## config.mk

```make
export PLATFORM = sky130hd
export DESIGN_NAME = metering_config_status_regs
export DESIGN_NICKNAME = d
export VERILOG_FILES = /design/src/core/metering_regs_pkg.sv /design/src/core/config_word_cell.sv /design/src/core/metering_config_status_regs.sv
export VERILOG_INCLUDE_DIRS = /design/src /design/src/core
export SDC_FILE = /design/constraint.sdc
export NUM_CORES = 1
export LEC_CHECK = 0
export BUFFER_PORTS_ARGS = -buffer_cell sky130_fd_sc_hd__buf_2
export CAP_MARGIN = 0
export CORE_AREA = 2 2 165 167
export CTS_CLUSTER_DIAMETER = 30
export DETAILED_ROUTE_END_ITERATION = 10
export DIE_AREA = 0 0 167 169
export PLACE_DENSITY = 0.73
export SLEW_MARGIN = 25
export SYNTH_ARGS = -nofsm -noshare
export SYNTH_HDL_FRONTEND = slang
export SYNTH_HIERARCHICAL = 1
export SYNTH_SLANG_ARGS = --single-unit
```

## constraint.sdc

```tcl
create_clock -name core_clk -period 10.3 [get_ports core_clk]
set_input_delay 0.515 -clock core_clk [delete_from_list [all_inputs] [get_ports core_clk]]
set_output_delay 0.515 -clock core_clk [all_outputs]
set_load 0.05 [all_outputs]
```

## src/core/metering_regs_consts.svh

```systemverilog
// named offsets, widths and reset values of the metering register slice
`ifndef METERING_REGS_CONSTS_SVH
`define METERING_REGS_CONSTS_SVH

// bus geometry: register index is byte address divided by four
`define BUS_ADR_W 18
`define BUS_DAT_W 32
`define BUS_SEL_W 4
`define IDX_W 16
`define IDX_LSB 2
`define HALF_W 16
`define LANE_W 8
`define HALF_LANES 2
`define RMS_W 24
`define TRIM_W 10
`define RMS_PAD 8'h00

// register indices
`define IDX_C_FUND_I_RMS 16'he53b
`define IDX_C_FUND_V_RMS 16'he53c
`define IDX_RSVD_LO_FIRST 16'he53d
`define IDX_RSVD_LO_LAST 16'he5fe
`define IDX_CAPTURE 16'he5ff
`define IDX_PEAK_PHASE 16'he600
`define IDX_DELAY_0 16'he601
`define IDX_DELAY_1 16'he602
`define IDX_DELAY_2 16'he603
`define IDX_IDLE_LOAD 16'he608
`define IDX_LINE_CYCLE 16'he60c
`define IDX_CROSS_TOUT 16'he60d
`define IDX_CALC_MODE 16'he60e
`define IDX_PULSE_CFG 16'he610
`define IDX_PULSE1_DIV 16'he611
`define IDX_PULSE2_DIV 16'he612
`define IDX_PULSE3_DIV 16'he613
`define IDX_A_TRIM 16'he614
`define IDX_B_TRIM 16'he615
`define IDX_C_TRIM 16'he616
`define IDX_POWER_SIGN 16'he617
`define IDX_MAIN_CFG 16'he618
`define IDX_RSVD_HI_FIRST 16'he619
`define IDX_RSVD_HI_LAST 16'he6ff

// reset values
`define RST_LINE_CYCLE 16'hffff
`define RST_CROSS_TOUT 16'hffff
`define RST_CALC_MODE 16'h01ff
`define RST_PULSE_CFG 16'h0e88
`define RST_DIVISOR 16'h0000
`define RST_TRIM 16'h0000
`define RST_MAIN_CFG 16'h0010
`define RST_WORD32 32'h00000000

// number of software-writable registers
`define RW_COUNT 11

`endif

```

## src/core/metering_regs_pkg.sv

```systemverilog
// types shared by the metering register slice
package metering_regs_pkg;

	typedef enum logic [1:0] {
		BUS_IDLE = 2'b01,
		BUS_ACK = 2'b10
	} bus_state_e;

	typedef struct packed {
		bus_state_e state;
		logic ack;
		logic [31:0] rdata;
		logic [31:0] capture;
	} slave_state_s;

	typedef struct packed {
		logic [15:0] value;
	} cell_state_s;

endpackage

```

## src/core/config_word_cell.sv

```systemverilog
// one writable configuration word with 8-bit lane enables and a width mask
`timescale 1ns/1ns
`include "metering_regs_consts.svh"

module config_word_cell
	import metering_regs_pkg::*;
#(
	parameter int WIDTH = `HALF_W,
	parameter logic [15:0] RESET_VAL = 16'h0000
)
(
	// clock and synchronised reset
	input wire logic core_clk,
	input wire logic rst_sync_n,
	// write port
	input wire logic wr_en,
	input wire logic [`HALF_LANES-1:0] wr_sel,
	input wire logic [`HALF_W-1:0] wr_data,
	// stored word, zero above WIDTH
	output logic [`HALF_W-1:0] value
);
	import metering_regs_pkg::*;

	localparam logic [31:0] MASK32 = (32'h1 << WIDTH) - 32'h1;
	localparam logic [15:0] MASK = MASK32[15:0];
	localparam cell_state_s CELL_RESET = '{value: RESET_VAL & MASK};

	cell_state_s cell_reg;
	cell_state_s cell_next;

	always_comb
	begin
		cell_next = cell_reg;
		if (wr_en)
		begin
			for (int l = 0; l < `HALF_LANES; l++)
			begin
				if (wr_sel[l])
					cell_next.value[l*`LANE_W +: `LANE_W] = wr_data[l*`LANE_W +: `LANE_W];
			end
		end
		// bits above the field width never store
		cell_next.value = cell_next.value & MASK;
	end

	always_ff @(posedge core_clk or negedge rst_sync_n)
	begin
		if (!rst_sync_n)
			cell_reg <= CELL_RESET;
		else
			cell_reg <= cell_next;
	end

	assign value = cell_reg.value;

endmodule // config_word_cell

```

## src/core/metering_config_status_regs.sv

```systemverilog
// wishbone register slice: phase c rms, transfer capture, status and configuration words
//
// Implementation choice: the Wishbone interface to the registers.
`timescale 1ns/1ns
`include "metering_regs_consts.svh"

module metering_config_status_regs
(
	// clock and reset
	input wire logic core_clk,
	input wire logic rst_n,
	// wishbone classic slave
	input wire logic wb_cyc_i,
	input wire logic wb_stb_i,
	input wire logic wb_we_i,
	input wire logic [`BUS_ADR_W-1:0] wb_adr_i,
	input wire logic [`BUS_SEL_W-1:0] wb_sel_i,
	input wire logic [`BUS_DAT_W-1:0] wb_dat_i,
	output logic [`BUS_DAT_W-1:0] wb_dat_o,
	output logic wb_ack_o,
	// measurement results from the metering core
	input wire logic [`RMS_W-1:0] phase_c_fund_current_rms,
	input wire logic [`RMS_W-1:0] phase_c_fund_voltage_rms,
	input wire logic [`HALF_W-1:0] peak_phase_status,
	input wire logic [`HALF_W-1:0] phase_delay_0,
	input wire logic [`HALF_W-1:0] phase_delay_1,
	input wire logic [`HALF_W-1:0] phase_delay_2,
	input wire logic [`HALF_W-1:0] idle_load_status,
	input wire logic [`HALF_W-1:0] power_sign_status,
	// configuration to the metering core
	output logic [`HALF_W-1:0] line_cycle_count,
	output logic [`HALF_W-1:0] crossing_timeout_count,
	output logic [`HALF_W-1:0] calc_mode_control,
	output logic [`HALF_W-1:0] pulse_output_config,
	output logic [`HALF_W-1:0] pulse1_divisor,
	output logic [`HALF_W-1:0] pulse2_divisor,
	output logic [`HALF_W-1:0] pulse3_divisor,
	output logic [`TRIM_W-1:0] phase_a_phase_trim,
	output logic [`TRIM_W-1:0] phase_b_phase_trim,
	output logic [`TRIM_W-1:0] phase_c_phase_trim,
	output logic [`HALF_W-1:0] main_config,
	// last completed read of a 32-bit rms word, also readable on the bus
	output logic [`BUS_DAT_W-1:0] last_word_transfer_capture
);
	import metering_regs_pkg::*;

	localparam slave_state_s SLAVE_RESET = '{
		state: BUS_IDLE,
		ack: 1'b0,
		rdata: `RST_WORD32,
		capture: `RST_WORD32
	};

	// index, reset value and width of each writable word, in generate order
	localparam logic [`IDX_W-1:0] RW_IDX [`RW_COUNT] = '{
		`IDX_LINE_CYCLE, `IDX_CROSS_TOUT, `IDX_CALC_MODE, `IDX_PULSE_CFG,
		`IDX_PULSE1_DIV, `IDX_PULSE2_DIV, `IDX_PULSE3_DIV,
		`IDX_A_TRIM, `IDX_B_TRIM, `IDX_C_TRIM, `IDX_MAIN_CFG
	};
	localparam logic [`HALF_W-1:0] RW_RST [`RW_COUNT] = '{
		`RST_LINE_CYCLE, `RST_CROSS_TOUT, `RST_CALC_MODE, `RST_PULSE_CFG,
		`RST_DIVISOR, `RST_DIVISOR, `RST_DIVISOR,
		`RST_TRIM, `RST_TRIM, `RST_TRIM, `RST_MAIN_CFG
	};
	localparam int RW_WID [`RW_COUNT] = '{
		`HALF_W, `HALF_W, `HALF_W, `HALF_W, `HALF_W, `HALF_W, `HALF_W,
		`TRIM_W, `TRIM_W, `TRIM_W, `HALF_W
	};

	logic [1:0] rst_pipe;
	logic rst_sync_n;
	slave_state_s slave_reg;
	slave_state_s slave_next;
	logic [`IDX_W-1:0] word_idx;
	logic bus_req;
	logic wr_commit;
	logic [`BUS_DAT_W-1:0] read_word;
	logic is_word32;
	logic [`HALF_W-1:0] rw_value [`RW_COUNT];

	// reset release through two flip-flops
	always_ff @(posedge core_clk or negedge rst_n)
	begin
		if (!rst_n)
			rst_pipe <= 2'b00;
		else
			rst_pipe <= {rst_pipe[0], 1'b1};
	end
	assign rst_sync_n = rst_pipe[1];

	assign word_idx = wb_adr_i[`BUS_ADR_W-1:`IDX_LSB];
	assign bus_req = wb_cyc_i && wb_stb_i;
	// writes land at the edge where the master sees ack
	assign wr_commit = slave_reg.ack && bus_req && wb_we_i;
	assign is_word32 = (word_idx == `IDX_C_FUND_I_RMS) || (word_idx == `IDX_C_FUND_V_RMS);

	// writable words; any index not in the table, read-only or reserved, stores nothing
	genvar g;
	generate
		for (g = 0; g < `RW_COUNT; g++)
		begin : g_rw
			config_word_cell #(
				.WIDTH(RW_WID[g]),
				.RESET_VAL(RW_RST[g])
			) u_cell (
				.core_clk(core_clk),
				.rst_sync_n(rst_sync_n),
				.wr_en(wr_commit && (word_idx == RW_IDX[g])),
				.wr_sel(wb_sel_i[`HALF_LANES-1:0]),
				.wr_data(wb_dat_i[`HALF_W-1:0]),
				.value(rw_value[g])
			);
		end
	endgenerate

	assign line_cycle_count = rw_value[0];
	assign crossing_timeout_count = rw_value[1];
	assign calc_mode_control = rw_value[2];
	assign pulse_output_config = rw_value[3];
	assign pulse1_divisor = rw_value[4];
	assign pulse2_divisor = rw_value[5];
	assign pulse3_divisor = rw_value[6];
	assign phase_a_phase_trim = rw_value[7][`TRIM_W-1:0];
	assign phase_b_phase_trim = rw_value[8][`TRIM_W-1:0];
	assign phase_c_phase_trim = rw_value[9][`TRIM_W-1:0];
	assign main_config = rw_value[10];

	// read mux; narrow words sit in the low bits, unmapped and reserved read zero
	always_comb
	begin
		read_word = `RST_WORD32;
		case (word_idx)
			`IDX_C_FUND_I_RMS: read_word = {`RMS_PAD, phase_c_fund_current_rms};
			`IDX_C_FUND_V_RMS: read_word = {`RMS_PAD, phase_c_fund_voltage_rms};
			`IDX_CAPTURE: read_word = slave_reg.capture;
			`IDX_PEAK_PHASE: read_word[`HALF_W-1:0] = peak_phase_status;
			`IDX_DELAY_0: read_word[`HALF_W-1:0] = phase_delay_0;
			`IDX_DELAY_1: read_word[`HALF_W-1:0] = phase_delay_1;
			`IDX_DELAY_2: read_word[`HALF_W-1:0] = phase_delay_2;
			`IDX_IDLE_LOAD: read_word[`HALF_W-1:0] = idle_load_status;
			`IDX_POWER_SIGN: read_word[`HALF_W-1:0] = power_sign_status;
			`IDX_LINE_CYCLE: read_word[`HALF_W-1:0] = rw_value[0];
			`IDX_CROSS_TOUT: read_word[`HALF_W-1:0] = rw_value[1];
			`IDX_CALC_MODE: read_word[`HALF_W-1:0] = rw_value[2];
			`IDX_PULSE_CFG: read_word[`HALF_W-1:0] = rw_value[3];
			`IDX_PULSE1_DIV: read_word[`HALF_W-1:0] = rw_value[4];
			`IDX_PULSE2_DIV: read_word[`HALF_W-1:0] = rw_value[5];
			`IDX_PULSE3_DIV: read_word[`HALF_W-1:0] = rw_value[6];
			`IDX_A_TRIM: read_word[`HALF_W-1:0] = rw_value[7];
			`IDX_B_TRIM: read_word[`HALF_W-1:0] = rw_value[8];
			`IDX_C_TRIM: read_word[`HALF_W-1:0] = rw_value[9];
			`IDX_MAIN_CFG: read_word[`HALF_W-1:0] = rw_value[10];
			default: read_word = `RST_WORD32;
		endcase
	end

	// bus sequencer: sample at request, answer one cycle later, then one idle cycle
	always_comb
	begin
		slave_next = slave_reg;
		slave_next.ack = 1'b0;
		case (slave_reg.state)
			BUS_IDLE:
			begin
				if (bus_req)
				begin
					slave_next.state = BUS_ACK;
					slave_next.ack = 1'b1;
					slave_next.rdata = wb_we_i ? `RST_WORD32 : read_word;
				end
			end
			BUS_ACK:
			begin
				slave_next.state = BUS_IDLE;
				// a completed read of a 32-bit word is kept; writes there are refused
				if (bus_req && !wb_we_i && is_word32)
					slave_next.capture = slave_reg.rdata;
			end
			default:
			begin
				slave_next.state = BUS_IDLE;
			end
		endcase
	end

	always_ff @(posedge core_clk or negedge rst_sync_n)
	begin
		if (!rst_sync_n)
			slave_reg <= SLAVE_RESET;
		else
			slave_reg <= slave_next;
	end

	assign wb_ack_o = slave_reg.ack;
	assign wb_dat_o = slave_reg.rdata;
	assign last_word_transfer_capture = slave_reg.capture;
endmodule // metering_config_status_regs

```

==> impl_summary.md <==
Timing
The minimum period implied by the final worst setup slack is 3.08 ns. Setup repair after global routing left no endpoint under its margin. The worst pin sits at a relative slew slack of 38.8%. The transition time of the tightest slew-check pin is 0.918 ns. The worst clock skew is 0.0179 ns.

The number of setup violations in the final report is 0. The final number of max-transition violations is 0. The final total negative setup slack is 0 ns.

The number of hold violations in the final report is 0. The share of the clock period used by the worst path after layout is 29.9%. The upper clock frequency limit is 325 MHz.

Power
The net switching share of the total power is 21.3%. For this design the static power due to leakage is 8.08 nW. The switching power is 0.000567 W. The areal power density over the cells is ~170 mW/mm2. The part of the total power dissipated in the clock network is 62.8%. The sequential share of power is 33.8%. Combinational logic burns 3.4% of the power. The internal portion of the total power is roughly 0.0021 W. The peak ir drop on the vdd network is 0.195 mV.

Floorplan
The die covers 0.0282 mm2. The total number of placement rows is 60. For this design the top-level I/O count stands at 426. The area of the core is 0.0265 mm2. The die is around 170 um wide.

From bottom edge to top edge, the die measures 169 um. The starting utilization of the core area is between 40 and 50%.

Drt
After detailed routing, the number of vias per cell comes to roughly 6. After detailed routing, the number of remaining DRC violations is 0. In the final routed layout, each cell accounts on average for 25.4 um. The first routing iteration left 1151 violations. The routed layout has 9984 vias. The count of nets left with antenna violations once routing finished came out at 0. The number of optimization iterations in the first detailed-route pass is 8.

The total routed wirelength is about 42000 um.

Clocking
The TritonCTS buffer count is 50. The clock sink count is 227. TritonCTS built the clock tree. The deepest clock path buffer count is 3. The H-tree was split into 2 levels. The number of gates resized after CTS was 0. In this run the clock root is driven by a sky130_fd_sc_hd__clkbuf_16. After clock tree synthesis, the clock-pin slew on the worst setup and hold paths is 0.05 ns. The clock insertion delay at the later pin of the skew report is 0.55 ns.

Yosys
In the synthesized netlist the async set-or-reset flop fraction comes to 100%. The count of mapped cells out of synthesis is 917. Counting distinct cell types in the post-synthesis netlist gives 45.

The number of enable-type register cells in the synthesized netlist is 0. After synthesis the cells add up to 0.0118 mm2. The total of warnings raised by yosys is 6. The cell taking the most area after synthesis is sky130_fd_sc_hd__dfrtp_1. Each instance of the synthesized netlist takes up on average 12.8 um2. Of the synthesized area, sequential elements account for 48.8%. By count the netlist is led by sky130_fd_sc_hd__mux2_2, sky130_fd_sc_hd__dfrtp_1, sky130_fd_sc_hd__buf_4, sky130_fd_sc_hd__a22oi_1, sky130_fd_sc_hd__dfstp_2.

The area fraction of the dominant cell type after synthesis is approximately two fifths. By area the synthesized netlist is led by sky130_fd_sc_hd__dfrtp_1, sky130_fd_sc_hd__mux2_2, sky130_fd_sc_hd__dfstp_2. In this run, synthesis produced a sequential element count of around 230. The dominant register cell in the synthesized netlist is sky130_fd_sc_hd__dfrtp_1. In the post-synthesis netlist, the cell with the most instances is sky130_fd_sc_hd__mux2_2.

Layout
The final design area excluding fillers is 0.0154 mm2. The register with the most flip-flops in the layout has between 150 and 200 of them. The area growth from synthesis to layout is 31.3%. The net count reported at finish is 1496. The proportion of layout cells with a drive suffix above 1 is 60.5%. 0 antenna diodes ended up in the layout.

Placed design
The placed wire-length estimate after detailed placement is 29700 um. The count of buffers added on input and output ports is 405. Routability-driven placement finished with a final weighted congestion of 0.938.

The placed instance area is 0.0136 mm2.

Setup path
The element type at the critical path end is a flop. The cell type of the slowest stage on the worst timing path is sky130_fd_sc_hd__or4bb_1. In this run the worst path has a maximum fanout of 10. Walking the worst path, the cells encountered are buf_2 -> or4bb_1 -> nor4_4 -> buf_4 -> nor2b_1 -> nand2_2 -> mux2_2. The cell count of the worst reg-to-reg path is 2.

STA puts the critical path data required time at 10.72 ns. The worst stage delay on the critical path is 0.90 ns. Data on the critical path arrives at its endpoint at 3.50 ns. The worst setup path is of the input port to flop kind. The type of element launching the critical path is an input port.

Min path
The tightest min-delay check is of the flop to asynchronous set/reset pin type.

GRT
The number of antenna violations at the first check in global routing is 0. The aggregate global routing overflow is 0. The maximum number of pins on one net before global-route repair is 77. The number of global-route vias before repair is 10.1k. The wire length of the first global-routing pass is a little over 60000 um. Global routing consumed, over all layers together, 28.9% of the routing resources.

Run status
The run finished with clean final reports.

Job
The count of maximum capacitance violations is 0.
-- final timing paths --
kind | start | endpoint | slack (ns)
worst max-delay path | wb_adr_i[7] | g_rw[10].u_cell/value[2] | 7.22
worst min-delay path | rst_pipe[1] | g_rw[6].u_cell/value[3] | 0.16
worst max register to register | rst_pipe[1] | g_rw[4].u_cell/value[1] | 8.10
worst min register to register | rst_pipe[1] | g_rw[6].u_cell/value[3] | 0.16
max in group asynchronous | rst_pipe[1] | g_rw[4].u_cell/value[1] | 8.10
min in group core_clk | phase_c_fund_current_rms[21] | wb_dat_o[21] | 0.27
-- final cells by class --
| cell class | count | area (um2) |
|---|---|---|
| inverter | 3 | 11.3 |
| timing repair buffer | 433 | 2240 |
| clock inverter | 20 | 358 |
| clock buffer | 68 | 1430 |
| multi-input combinational | 578 | 5220 |
| tap | 341 | 427 |
| sequential | 227 | 5740 |
| fill | 2183 | 11100 |
-- per-layer routing --
metal | up-vias | GRT usage (%) | share of wire (%)
li1 | 4241 | - | -
met2 | 629 | 46.1 | 46
met1 | 5030 | 39.0 | 42
met4 | 0 | 8.28 | 2.1
met5 | - | 0 | 0
met3 | 84 | 7.67 | 9.6
-- cell usage in the layout (no fill, tap or decap), types with 7 or more instances in the layout --
| cell type | netlist | routed |
|---|---|---|
| sky130_fd_sc_hd__a222oi_1 | 36 | 36 |
| sky130_fd_sc_hd__o21ai_0 | 9 | 9 |
| sky130_fd_sc_hd__dfstp_2 | 48 | 48 |
| sky130_fd_sc_hd__nand4_1 | 19 | 19 |
| sky130_fd_sc_hd__bufinv_16 | 0 | 8 |
| sky130_fd_sc_hd__a22oi_1 | 80 | 80 |
| sky130_fd_sc_hd__clkbuf_1 | 12 | 7 |
| sky130_fd_sc_hd__clkbuf_16 | 0 | 50 |
| sky130_fd_sc_hd__nand3_1 | 24 | 24 |
| sky130_fd_sc_hd__mux2_2 | 187 | 187 |
| sky130_fd_sc_hd__and3_1 | 17 | 17 |
| sky130_fd_sc_hd__buf_2 | 17 | 405 |
| sky130_fd_sc_hd__a221oi_1 | 16 | 16 |
| sky130_fd_sc_hd__nand2_2 | 19 | 19 |
| sky130_fd_sc_hd__conb_1 | 4 | 19 |
| sky130_fd_sc_hd__buf_4 | 84 | 26 |
| sky130_fd_sc_hd__clkbuf_8 | 0 | 11 |
| sky130_fd_sc_hd__dfrtp_1 | 179 | 178 |
| sky130_fd_sc_hd__a22o_1 | 20 | 20 |
| sky130_fd_sc_hd__nor4_4 | 18 | 20 |
| sky130_fd_sc_hd__nor2b_1 | 12 | 12 |
| sky130_fd_sc_hd__nand2_1 | 45 | 45 |
| sky130_fd_sc_hd__a2bb2oi_2 | 10 | 10 |
-- worst max-delay path, delay by kind of cell --
family	cells	cell delay [ns]
buf+inv	2	0.49
simple gates	4	2.16
mux	1	0.34
-- kinds of logic (layout without fill, tap and decap cells) --
| logic type | after synthesis | in the layout | synth area share [%] |
|---|---|---|---|
| mux | 190 | 190 | 18.2 |
| xor+xnor | 1 | 1 | 0.0745 |
| other cells | 4 | 19 | 0.128 |
| simple gates | 184 | 184 | 11.7 |
| buf+inv | 127 | 524 | 7.50 |
| flops | 227 | 227 | 48.8 |
| compound gates | 184 | 184 | 13.6 |
-- power by group through the flow --
| stage | Sequential [W] | Combinational (W) | Clock (W) |
|---|---|---|---|
| floorplan | 0.000923 | 0.0000224 | 0 |
| global placement | 0.000911 | 0.0000879 | 0 |
| detailed placement | 0.000911 | 0.0000895 | 0 |
| CTS | 0.000899 | 0.0000904 | 0.00169 |
| global route | 0.000898 | 0.0000992 | 0.00174 |
| finish | 0.000899 | 0.0000905 | 0.00167 |
-- through the flow --
step / power (W) / hold WS [ns] / util (%) / std cells / setup slack (ns)
after floorplan: 0.000946 / 0.219 / - / 932 / 3.59
after global placement: 0.000999 / 0.150 / 51.4 / 1580 / 6.79
after detailed placement: 0.00100 / 0.158 / 51.4 / 1581 / 6.72
after CTS: 0.00268 / 0.160 / 58.2 / 1670 / 7.27
after global routing: 0.00274 / 0.171 / 58.2 / 1670 / 7.16
final: 0.00266 / 0.159 / 58.2 / 1670 / 7.22
-- timing repair --
action | in CTS | in global routing
hold buffers | 1 | 0
hold endpoints to repair | 2 | 0
endpoints found under the setup margin | 0 | 0
buffers inserted | 0 | 0
Power figures use the tool's default switching activity.
